$ cat config.mk
export PLATFORM = sky130hd
export DESIGN_NAME = ipr_bank
export DESIGN_NICKNAME = d
export VERILOG_FILES = /design/src/core/ipr_pkg.sv /design/src/core/ipr_src_gate.sv /design/src/core/ipr_bank.sv
export SDC_FILE = /design/constraint.sdc
export NUM_CORES = 1
export LEC_CHECK = 0
export BUFFER_PORTS_ARGS = -buffer_cell sky130_fd_sc_hd__buf_4
export CAP_MARGIN = 20
export CORE_MARGIN = 4
export CORE_UTILIZATION = 45
export DETAILED_ROUTE_END_ITERATION = 12
export PLACE_DENSITY = 0.71
export SKIP_LAST_GASP = 1
export SLEW_MARGIN = 25
export SYNTH_ARGS = -nofsm -noshare
export SYNTH_HDL_FRONTEND = slang
export SYNTH_SLANG_ARGS = --single-unit
$ cat constraint.sdc
create_clock -name ref_clk -period 2.1 [get_ports ref_clk]
set_input_delay 0.42 -clock ref_clk [delete_from_list [all_inputs] [get_ports ref_clk]]
set_output_delay 0.42 -clock ref_clk [all_outputs]
set_load 0.005 [all_outputs]
$ cat src/core/ipr_pkg.sv
// Package: register map, field layout and reset values of the priority bank
// Functional notes
// - A three-bit priority field is read as its binary value, 111 being level seven (highest) and 001 level one (lowest).
// - A field holding 000 disables its source, which is then never offered for service.
// - Bits outside the priority fields ignore writes and always read as zero.
// - On reset every priority field loads 100.
// - Priority fields are readable and writable, and a read returns the last value written.
// - Register 5 holds the external interrupt 1 priority in bits 2-0; bits 15-3 are unused.
// - Register 6 holds timer 4 at 14-12, output compare 4 at 10-8 and output compare 3 at 6-4.
// - Register 7 holds serial 2 transmit at 14-12, receive at 10-8, external interrupt 2 at 6-4 and timer 5 at 2-0.
// - Register 8 holds sync port 2 event at 6-4 and fault at 2-0; bits 15-7 are unused.
// - Register 9 holds input capture 5 at 14-12, capture 4 at 10-8 and capture 3 at 6-4.
// - Register 10 holds output compare 5 at 6-4; all other bits read zero.
// - Register 11 holds the parallel port priority at 6-4; all other bits read zero.
package ipr_pkg;
	localparam int IPR_ADDR_W = 4;
	localparam int IPR_DATA_W = 16;
	localparam int IPR_NREG = 7;
	localparam logic [3:0] IPR_OFS_CTRL5 = 4'h0;
	localparam logic [3:0] IPR_OFS_CTRL6 = 4'h1;
	localparam logic [3:0] IPR_OFS_CTRL7 = 4'h2;
	localparam logic [3:0] IPR_OFS_CTRL8 = 4'h3;
	localparam logic [3:0] IPR_OFS_CTRL9 = 4'h4;
	localparam logic [3:0] IPR_OFS_CTRL10 = 4'h5;
	localparam logic [3:0] IPR_OFS_CTRL11 = 4'h6;
	// Implemented-bit masks, one per register
	localparam logic [15:0] IPR_MASK5 = 16'h0007;
	localparam logic [15:0] IPR_MASK6 = 16'h7770;
	localparam logic [15:0] IPR_MASK7 = 16'h7777;
	localparam logic [15:0] IPR_MASK8 = 16'h0077;
	localparam logic [15:0] IPR_MASK9 = 16'h7770;
	localparam logic [15:0] IPR_MASK10 = 16'h0070;
	localparam logic [15:0] IPR_MASK11 = 16'h0070;
	// Reset pattern 100 in every nibble; the mask trims it per register
	localparam logic [15:0] IPR_RESET_ALL = 16'h4444;
	localparam logic [2:0] IPR_PRIO_OFF = 3'h0;
	localparam logic [2:0] IPR_PRIO_RESET = 3'h4;
	localparam int IPR_FLD_HI = 12;
	localparam int IPR_FLD_MID = 8;
	localparam int IPR_FLD_LO4 = 4;
	localparam int IPR_FLD_LO0 = 0;
endpackage

$ cat src/core/ipr_src_gate.sv
// Per-source request gate: forwards a pending source with its priority level
`timescale 1ns/10ps
module ipr_src_gate
	import ipr_pkg::*;
(
	input wire logic ref_clk,
	input wire logic reset,
	input wire logic [2:0] prio,
	input wire logic pending,
	output logic req_q,
	output logic [2:0] level_q
);
	logic req_d;
	logic [2:0] level_d;

	always_comb begin
		// Level 0 means disabled: never request
		req_d = pending && (prio != IPR_PRIO_OFF);
		level_d = req_d ? prio : IPR_PRIO_OFF;
	end

	always_ff @(posedge ref_clk) begin
		if (reset) begin
			req_q <= 1'b0;
			level_q <= 3'h0;
		end else begin
			req_q <= req_d;
			level_q <= level_d;
		end
	end

	chk_disabled_silent: assert property (
		@(posedge ref_clk) disable iff (reset)
		(prio == IPR_PRIO_OFF) |=> !req_q)
		else $error("disabled source requested service");
	chk_level_follows: assert property (
		@(posedge ref_clk) disable iff (reset)
		(pending && prio != IPR_PRIO_OFF) |=>
		(req_q && level_q == $past(prio)))
		else $error("request level differs from field");
endmodule // ipr_src_gate

$ cat src/core/ipr_bank.sv
// Priority register bank 5 to 11 with per-source priority outputs
//
// Decided for this implementation: the address-and-strobe port and the register offsets.
`timescale 1ns/10ps
module ipr_bank
	import ipr_pkg::*;
(
	input wire logic ref_clk,
	input wire logic reset,
	input wire logic [IPR_ADDR_W-1:0] reg_addr,
	input wire logic [IPR_DATA_W-1:0] reg_wdata,
	input wire logic reg_wr,
	input wire logic reg_rd,
	output logic [IPR_DATA_W-1:0] reg_rdata_q,
	input wire logic [14:0] src_pending,
	output logic [14:0] src_req_q,
	output logic [44:0] src_level_q,
	output logic [2:0] ext_int1_priority,
	output logic [2:0] timer4_priority,
	output logic [2:0] outcmp4_priority,
	output logic [2:0] outcmp3_priority,
	output logic [2:0] serial2_tx_priority,
	output logic [2:0] serial2_rx_priority,
	output logic [2:0] ext_int2_priority,
	output logic [2:0] timer5_priority,
	output logic [2:0] sync2_event_priority,
	output logic [2:0] sync2_fault_priority,
	output logic [2:0] incap5_priority,
	output logic [2:0] incap4_priority,
	output logic [2:0] incap3_priority,
	output logic [2:0] outcmp5_priority,
	output logic [2:0] parport_priority
);
	logic [15:0] ctrl_q [IPR_NREG];
	logic [15:0] ctrl_d [IPR_NREG];
	logic [15:0] rdata_d;
	logic [44:0] prio_all;

	// Index of the register at an offset, or IPR_NREG when unmapped
	function automatic int reg_index(input logic [IPR_ADDR_W-1:0] a);
		if (a == IPR_OFS_CTRL5) return 0;
		else if (a == IPR_OFS_CTRL6) return 1;
		else if (a == IPR_OFS_CTRL7) return 2;
		else if (a == IPR_OFS_CTRL8) return 3;
		else if (a == IPR_OFS_CTRL9) return 4;
		else if (a == IPR_OFS_CTRL10) return 5;
		else if (a == IPR_OFS_CTRL11) return 6;
		else return IPR_NREG;
	endfunction

	function automatic logic [15:0] reg_mask(input int i);
		case (i)
			0: return IPR_MASK5;
			1: return IPR_MASK6;
			2: return IPR_MASK7;
			3: return IPR_MASK8;
			4: return IPR_MASK9;
			5: return IPR_MASK10;
			6: return IPR_MASK11;
			default: return 16'h0000;
		endcase
	endfunction

	always_comb begin
		for (int i = 0; i < IPR_NREG; i++) begin
			ctrl_d[i] = ctrl_q[i];
		end
		rdata_d = 16'h0000;
		if (reg_wr && reg_index(reg_addr) < IPR_NREG) begin
			// Unused bits never store, so they read back zero
			for (int i = 0; i < IPR_NREG; i++) begin
				if (i == reg_index(reg_addr)) begin
					ctrl_d[i] = reg_wdata & reg_mask(i);
				end
			end
		end
		if (reg_rd) begin
			// Unmapped offsets read as zero
			for (int i = 0; i < IPR_NREG; i++) begin
				if (i == reg_index(reg_addr)) begin
					rdata_d = ctrl_q[i] & reg_mask(i);
				end
			end
		end
	end

	always_ff @(posedge ref_clk) begin
		if (reset) begin
			for (int i = 0; i < IPR_NREG; i++) begin
				ctrl_q[i] <= IPR_RESET_ALL & reg_mask(i);
			end
			reg_rdata_q <= 16'h0000;
		end else begin
			for (int i = 0; i < IPR_NREG; i++) begin
				ctrl_q[i] <= ctrl_d[i];
			end
			reg_rdata_q <= rdata_d;
		end
	end

	// Fields come straight from the flops so a write acts on the next clock
	assign ext_int1_priority = ctrl_q[0][IPR_FLD_LO0 +: 3];
	assign timer4_priority = ctrl_q[1][IPR_FLD_HI +: 3];
	assign outcmp4_priority = ctrl_q[1][IPR_FLD_MID +: 3];
	assign outcmp3_priority = ctrl_q[1][IPR_FLD_LO4 +: 3];
	assign serial2_tx_priority = ctrl_q[2][IPR_FLD_HI +: 3];
	assign serial2_rx_priority = ctrl_q[2][IPR_FLD_MID +: 3];
	assign ext_int2_priority = ctrl_q[2][IPR_FLD_LO4 +: 3];
	assign timer5_priority = ctrl_q[2][IPR_FLD_LO0 +: 3];
	assign sync2_event_priority = ctrl_q[3][IPR_FLD_LO4 +: 3];
	assign sync2_fault_priority = ctrl_q[3][IPR_FLD_LO0 +: 3];
	assign incap5_priority = ctrl_q[4][IPR_FLD_HI +: 3];
	assign incap4_priority = ctrl_q[4][IPR_FLD_MID +: 3];
	assign incap3_priority = ctrl_q[4][IPR_FLD_LO4 +: 3];
	assign outcmp5_priority = ctrl_q[5][IPR_FLD_LO4 +: 3];
	assign parport_priority = ctrl_q[6][IPR_FLD_LO4 +: 3];

	assign prio_all = {parport_priority, outcmp5_priority, incap3_priority,
		incap4_priority, incap5_priority, sync2_fault_priority,
		sync2_event_priority, timer5_priority, ext_int2_priority,
		serial2_rx_priority, serial2_tx_priority, outcmp3_priority,
		outcmp4_priority, timer4_priority, ext_int1_priority};

	// One gate per source; request and level go to the arbiter
	for (genvar s = 0; s < 15; s++) begin : g_src
		ipr_src_gate u_gate (
			.ref_clk(ref_clk),
			.reset(reset),
			.prio(prio_all[3*s +: 3]),
			.pending(src_pending[s]),
			.req_q(src_req_q[s]),
			.level_q(src_level_q[3*s +: 3])
		);
	end

	chk_write_visible: assert property (
		@(posedge ref_clk) disable iff (reset)
		(reg_wr && reg_addr == IPR_OFS_CTRL7) |=>
		(serial2_tx_priority == $past(reg_wdata[14:12])
		&& timer5_priority == $past(reg_wdata[2:0])))
		else $error("written priority not visible next clock");
	chk_ext1_write: assert property (
		@(posedge ref_clk) disable iff (reset)
		(reg_wr && reg_addr == IPR_OFS_CTRL5) |=>
		ext_int1_priority == $past(reg_wdata[2:0]))
		else $error("external interrupt 1 field misplaced");
	chk_timer4_write: assert property (
		@(posedge ref_clk) disable iff (reset)
		(reg_wr && reg_addr == IPR_OFS_CTRL6) |=>
		timer4_priority == $past(reg_wdata[14:12]))
		else $error("timer 4 field misplaced");
	chk_oc4_write: assert property (
		@(posedge ref_clk) disable iff (reset)
		(reg_wr && reg_addr == IPR_OFS_CTRL6) |=>
		outcmp4_priority == $past(reg_wdata[10:8]))
		else $error("output compare 4 field misplaced");
	chk_oc3_write: assert property (
		@(posedge ref_clk) disable iff (reset)
		(reg_wr && reg_addr == IPR_OFS_CTRL6) |=>
		outcmp3_priority == $past(reg_wdata[6:4]))
		else $error("output compare 3 field misplaced");
	chk_rx2_write: assert property (
		@(posedge ref_clk) disable iff (reset)
		(reg_wr && reg_addr == IPR_OFS_CTRL7) |=>
		serial2_rx_priority == $past(reg_wdata[10:8]))
		else $error("serial 2 receive field misplaced");
	chk_ext2_write: assert property (
		@(posedge ref_clk) disable iff (reset)
		(reg_wr && reg_addr == IPR_OFS_CTRL7) |=>
		ext_int2_priority == $past(reg_wdata[6:4]))
		else $error("external interrupt 2 field misplaced");
	chk_event_write: assert property (
		@(posedge ref_clk) disable iff (reset)
		(reg_wr && reg_addr == IPR_OFS_CTRL8) |=>
		sync2_event_priority == $past(reg_wdata[6:4]))
		else $error("sync port 2 event field misplaced");
	chk_fault_write: assert property (
		@(posedge ref_clk) disable iff (reset)
		(reg_wr && reg_addr == IPR_OFS_CTRL8) |=>
		sync2_fault_priority == $past(reg_wdata[2:0]))
		else $error("sync port 2 fault field misplaced");
	chk_ic5_write: assert property (
		@(posedge ref_clk) disable iff (reset)
		(reg_wr && reg_addr == IPR_OFS_CTRL9) |=>
		incap5_priority == $past(reg_wdata[14:12]))
		else $error("input capture 5 field misplaced");
	chk_ic4_write: assert property (
		@(posedge ref_clk) disable iff (reset)
		(reg_wr && reg_addr == IPR_OFS_CTRL9) |=>
		incap4_priority == $past(reg_wdata[10:8]))
		else $error("input capture 4 field misplaced");
	chk_ic3_write: assert property (
		@(posedge ref_clk) disable iff (reset)
		(reg_wr && reg_addr == IPR_OFS_CTRL9) |=>
		incap3_priority == $past(reg_wdata[6:4]))
		else $error("input capture 3 field misplaced");
	chk_oc5_write: assert property (
		@(posedge ref_clk) disable iff (reset)
		(reg_wr && reg_addr == IPR_OFS_CTRL10) |=>
		outcmp5_priority == $past(reg_wdata[6:4]))
		else $error("output compare 5 field misplaced");
	chk_par_write: assert property (
		@(posedge ref_clk) disable iff (reset)
		(reg_wr && reg_addr == IPR_OFS_CTRL11) |=>
		parport_priority == $past(reg_wdata[6:4]))
		else $error("parallel port field misplaced");

	chk_read_masked: assert property (
		@(posedge ref_clk) disable iff (reset)
		reg_rd |=> ((reg_rdata_q & 16'h8888) == 16'h0000))
		else $error("unimplemented bit read as one");
	chk_reg6_unused: assert property (
		@(posedge ref_clk) disable iff (reset)
		(reg_rd && reg_addr == IPR_OFS_CTRL6) |=>
		(reg_rdata_q & ~IPR_MASK6) == 16'h0000)
		else $error("register 6 unused bits not zero");
	chk_reg9_unused: assert property (
		@(posedge ref_clk) disable iff (reset)
		(reg_rd && reg_addr == IPR_OFS_CTRL9) |=>
		(reg_rdata_q & ~IPR_MASK9) == 16'h0000)
		else $error("register 9 unused bits not zero");
	chk_reg10_unused: assert property (
		@(posedge ref_clk) disable iff (reset)
		(reg_rd && reg_addr == IPR_OFS_CTRL10) |=>
		(reg_rdata_q & ~IPR_MASK10) == 16'h0000)
		else $error("register 10 unused bits not zero");
	chk_reg11_unused: assert property (
		@(posedge ref_clk) disable iff (reset)
		(reg_rd && reg_addr == IPR_OFS_CTRL11) |=>
		(reg_rdata_q & ~IPR_MASK11) == 16'h0000)
		else $error("register 11 unused bits not zero");
	chk_reg5_upper: assert property (
		@(posedge ref_clk) disable iff (reset)
		(reg_rd && reg_addr == IPR_OFS_CTRL5) |=>
		reg_rdata_q[15:3] == 13'h0000)
		else $error("register 5 upper bits not zero");
	chk_reg8_upper: assert property (
		@(posedge ref_clk) disable iff (reset)
		(reg_rd && reg_addr == IPR_OFS_CTRL8) |=>
		reg_rdata_q[15:7] == 9'h000)
		else $error("register 8 upper bits not zero");

	chk_reset_value: assert property (
		@(posedge ref_clk)
		$fell(reset) |-> (ext_int1_priority == IPR_PRIO_RESET
		&& parport_priority == IPR_PRIO_RESET
		&& incap5_priority == IPR_PRIO_RESET))
		else $error("priority not 100 after reset");
	chk_reset_rest: assert property (
		@(posedge ref_clk)
		$fell(reset) |-> (timer4_priority == IPR_PRIO_RESET
		&& outcmp4_priority == IPR_PRIO_RESET
		&& outcmp3_priority == IPR_PRIO_RESET
		&& serial2_tx_priority == IPR_PRIO_RESET
		&& serial2_rx_priority == IPR_PRIO_RESET
		&& ext_int2_priority == IPR_PRIO_RESET
		&& timer5_priority == IPR_PRIO_RESET
		&& sync2_event_priority == IPR_PRIO_RESET
		&& sync2_fault_priority == IPR_PRIO_RESET
		&& incap4_priority == IPR_PRIO_RESET
		&& incap3_priority == IPR_PRIO_RESET
		&& outcmp5_priority == IPR_PRIO_RESET))
		else $error("priority not 100 after reset");

	chk_read_back: assert property (
		@(posedge ref_clk) disable iff (reset)
		(reg_wr && reg_addr == IPR_OFS_CTRL9) ##1
		(reg_rd && reg_addr == IPR_OFS_CTRL9 && !reg_wr) |=>
		(reg_rdata_q == ($past(reg_wdata, 2) & IPR_MASK9)))
		else $error("read differs from last write");
	chk_back_ctrl5: assert property (
		@(posedge ref_clk) disable iff (reset)
		(reg_wr && reg_addr == IPR_OFS_CTRL5) ##1
		(reg_rd && reg_addr == IPR_OFS_CTRL5 && !reg_wr) |=>
		(reg_rdata_q == ($past(reg_wdata, 2) & IPR_MASK5)))
		else $error("register 5 read differs from last write");
	chk_back_ctrl6: assert property (
		@(posedge ref_clk) disable iff (reset)
		(reg_wr && reg_addr == IPR_OFS_CTRL6) ##1
		(reg_rd && reg_addr == IPR_OFS_CTRL6 && !reg_wr) |=>
		(reg_rdata_q == ($past(reg_wdata, 2) & IPR_MASK6)))
		else $error("register 6 read differs from last write");
	chk_back_ctrl7: assert property (
		@(posedge ref_clk) disable iff (reset)
		(reg_wr && reg_addr == IPR_OFS_CTRL7) ##1
		(reg_rd && reg_addr == IPR_OFS_CTRL7 && !reg_wr) |=>
		(reg_rdata_q == ($past(reg_wdata, 2) & IPR_MASK7)))
		else $error("register 7 read differs from last write");
	chk_back_ctrl8: assert property (
		@(posedge ref_clk) disable iff (reset)
		(reg_wr && reg_addr == IPR_OFS_CTRL8) ##1
		(reg_rd && reg_addr == IPR_OFS_CTRL8 && !reg_wr) |=>
		(reg_rdata_q == ($past(reg_wdata, 2) & IPR_MASK8)))
		else $error("register 8 read differs from last write");

	chk_unmapped_read: assert property (
		@(posedge ref_clk) disable iff (reset)
		(reg_rd && reg_addr > IPR_OFS_CTRL11) |=>
		reg_rdata_q == 16'h0000)
		else $error("unmapped offset read nonzero");
	chk_idle_read: assert property (
		@(posedge ref_clk) disable iff (reset)
		!reg_rd |=>
		reg_rdata_q == 16'h0000)
		else $error("read data stood past its cycle");
	chk_unmapped_write: assert property (
		@(posedge ref_clk) disable iff (reset)
		(reg_wr && reg_addr > IPR_OFS_CTRL11) |=>
		$stable(prio_all))
		else $error("unmapped write changed a field");

	cov_write_ctrl6: cover property (@(posedge ref_clk)
		reg_wr && reg_addr == IPR_OFS_CTRL6);
	cov_disable_src: cover property (@(posedge ref_clk)
		reg_wr && reg_addr == IPR_OFS_CTRL11 && reg_wdata[6:4] == 3'h0);
	cov_top_level: cover property (@(posedge ref_clk)
		src_req_q[0] && src_level_q[2:0] == 3'h7);
	cov_back_to_back: cover property (@(posedge ref_clk)
		reg_wr ##1 reg_rd);
	cov_unmapped_read: cover property (@(posedge ref_clk)
		reg_rd && reg_addr > IPR_OFS_CTRL11);
endmodule // ipr_bank

==> impl_metrics.toml <==
[critical_path]
critical_path_class = "reg2out"
timing.rr.end = "reg_rdata_q[6]"
path_max_fanout = 5
slowest_stage = "dfxtp_1"
max_stage_delay_ns = 0.47
endpoint = "incap5_priority[2]"
path_buf_inv = 1
critical-path-top-delay-family = "flip-flops"
cp-start-kind = "flip-flop"
critPathRequiredTime_ns = 1.68
cp-end-kind = "primary output"
rr_worst_depth = 4
critPathLaunch = "ctrl_q[4][14]"
crit_chain = "buf_4"
crit_arrival_ns = 1.14
cp_num_cells = 1
ff2ff_setup_slack_ns = 0.90
r2r_start = "ctrl_q[1][6]"

[cts]
cts.sinks = 117
cts_buffers = 17
path_clk_slew_ns = 0.05
post_cts_resized = 0
tritoncts = "done"
insertion_delay_ns = 0.51
htreeDepth = 4
ctsLongestPathBuffers = 2
hold_buffers = 0
cts_root_buf = "clkbuf_8"
cts_setup_buffers = 0

[timing]
setup-violations-final = 0
fmax_mhz = 642.0
timing.hold.ws_ns = 0.1531
setup_tns_ns = 0
period_share_pct = 74.17
hold_viol_final = 0
fin_crit_ns = 1.558
rsz0062_at_grt = "no"
maxSlewViolCount = 0
clock_skew_ns = 0.005481

[power]
peakVddDrop_v = 0.0005434
power_density_nw_per_um2 = 946.2
leakage_nw = 2.683

[global_route]
track_usage_pct = 20.17
antenna_found_initial = 0
grt_pass1_vias = 3389
grt_max_degree = 30
grt_remaining_overflow = 0
grt_pass1_wl_um = 17800

[routing]
wl_per_cell_um = 15.80
routed_wl_um = 11110
viasPerCell = 4.933
dr.pass1.iters = 4
drt_iter0_markers = 303
num_vias = 3468
route.detailed.drc = 0
ant_nets = 0

[yosys]
avgSynthCellArea_um2 = 10.25
synth_edf_count = 0
post-synth-top-area-fraction_pct = 54.39
ys_ff_latch = 117
synth.area.top_cells = "dfxtp_1 54%, mux2i_1 7.9%, and2_1 7.4%"
yosysTopAreaCell = "dfxtp_1"
yosys_warnings = 0
async_reset_ff_share_pct = 0
synthCells = 420
netlist-cell-type-count = 43
synth_flop_cell = "dfxtp_1"
ys_seq_area_share_pct = 54.39
synth_area_um2 = 4307

[finish]
multi_input_area_um2 = 1705
syn2layout_area_growth_pct = 40.47
fin_nets = 600
antennaDiodeCount = 0
drive_above_1_share_pct = 34.84
register_area_um2 = 2342
final.fill_count = 775

[min_path]
hold_class = "in2reg"

[floorplan]
design.core.area_um2 = 9284
die_area_um2 = 11200
ios = 160
die_h_um = 105.8
initial_core_util_pct = 46.39
die_w_um = 105.8
core.rowCount = 35

[flow_run]
drv_cap = 0

[run_status]
status = "complete, no violations"

[place]
hpwlAfterDp_um = 7951
port_buffers = 151
gp_congestion = 0.8747
-- Yosys cell counts, drive strengths merged, types with 4 or more instances --
library cell / number
nand2: 42
and2: 51
a22oi: 6
mux2i: 34
dfxtp: 117
nor2: 28
nor3: 5
nor2b: 17
buf: 35
nand3: 11
clkbuf: 4
a21oi: 14
o31a: 15
o21ai: 10
nand2b: 4
-- sequential cells by signal, indices dropped and copies added (netlist names) --
register,flops
ctrl_q,45
g_src.u_gate.level_q,45
g_src.u_gate.req_q,15
reg_rdata_q,12
-- layout by cell type (no fill, tap or decap), types with 2 or more instances in the layout --
cell type and instances:
a211oi_1 3, a21oi_1 14, o221ai_1 3, bufinv_16 5, o31a_1 15, nand2b_1 3
clkinv_4 3, clkinvlp_4 2, conb_1 4, nor2_1 27, and2_1 51, dfxtp_1 117
nand3b_1 3, o21ai_0 9, nand3_1 11, mux2i_1 34, nor3_2 2, inv_1 2
nor3_1 2, clkinv_2 2, nand2_1 41, buf_4 158, a22oi_1 6, nor2b_1 17
clkbuf_8 3, clkbuf_16 16
-- worst min path at each step --
stage	from	endpoint	slack, ns	cells past startpoint
3_3_place_gp	ctrl_q[2][13]	ctrl_q[2][13]	0.50	2
5_1_grt	reg_wdata[14]	ctrl_q[2][14]	0.15	3
6_report	reg_wdata[14]	ctrl_q[2][14]	0.15	3
4_1_cts	reg_wdata[2]	ctrl_q[2][2]	0.13	3
2_1_floorplan	ctrl_q[2][13]	ctrl_q[2][13]	0.48	2
3_5_place_dp	ctrl_q[2][0]	ctrl_q[2][0]	0.50	2
-- report_power, final --
| part | switching (mW) | internal (mW) |
|---|---|---|
| sequential | 0.0273 | 2.27 |
| clock | 0.985 | 2.11 |
| combinational | 0.164 | 0.168 |
-- metrics by stage --
stage / cells / instance area, um^2 / total power, mW / util (%) / worst slack [ns]
floorplan: 423 / 4318 / 2.531 / - / 0.6455
global placement: 671 / 5403 / 2.670 / 58.19 / 0.2919
detailed placement: 671 / 5403 / 2.678 / 58.19 / 0.2610
CTS: 703 / 6050 / 5.762 / 65.16 / 0.5367
global route: 703 / 6050 / 5.908 / 65.16 / 0.5206
finish: 703 / 6050 / 5.724 / 65.16 / 0.5424
-- cells by family after synthesis --
family | count (synthesis) | share of synthesized area [%]
compound gates | 56 | 9.123
buf+inv | 41 | 6.421
flops | 117 | 54.39
mux | 34 | 7.902
other cells | 1 | 0.08708
simple gates | 171 | 22.08
-- cell type report --
cell class / instances / area share [%]
Inverter: 2 / 0.1241
Clock buffer: 20 / 7.363
Sequential cell: 117 / 38.72
Timing Repair Buffer: 158 / 19.61
Multi-Input combinational cell: 265 / 28.19
Tap cell: 129 / 2.668
Clock inverter: 12 / 3.330
-- routing by layer --
layer | vias up | GRT usage, % | wire length, um
met3 | 17 | 5.634 | 867
li1 | 1699 | - | -
met4 | 0 | 6.568 | 143
met2 | 150 | 32.97 | 5366
met1 | 1602 | 25.79 | 4731
met5 | - | 0 | 0
No activity file was read; power rests on OpenSTA's default activity.
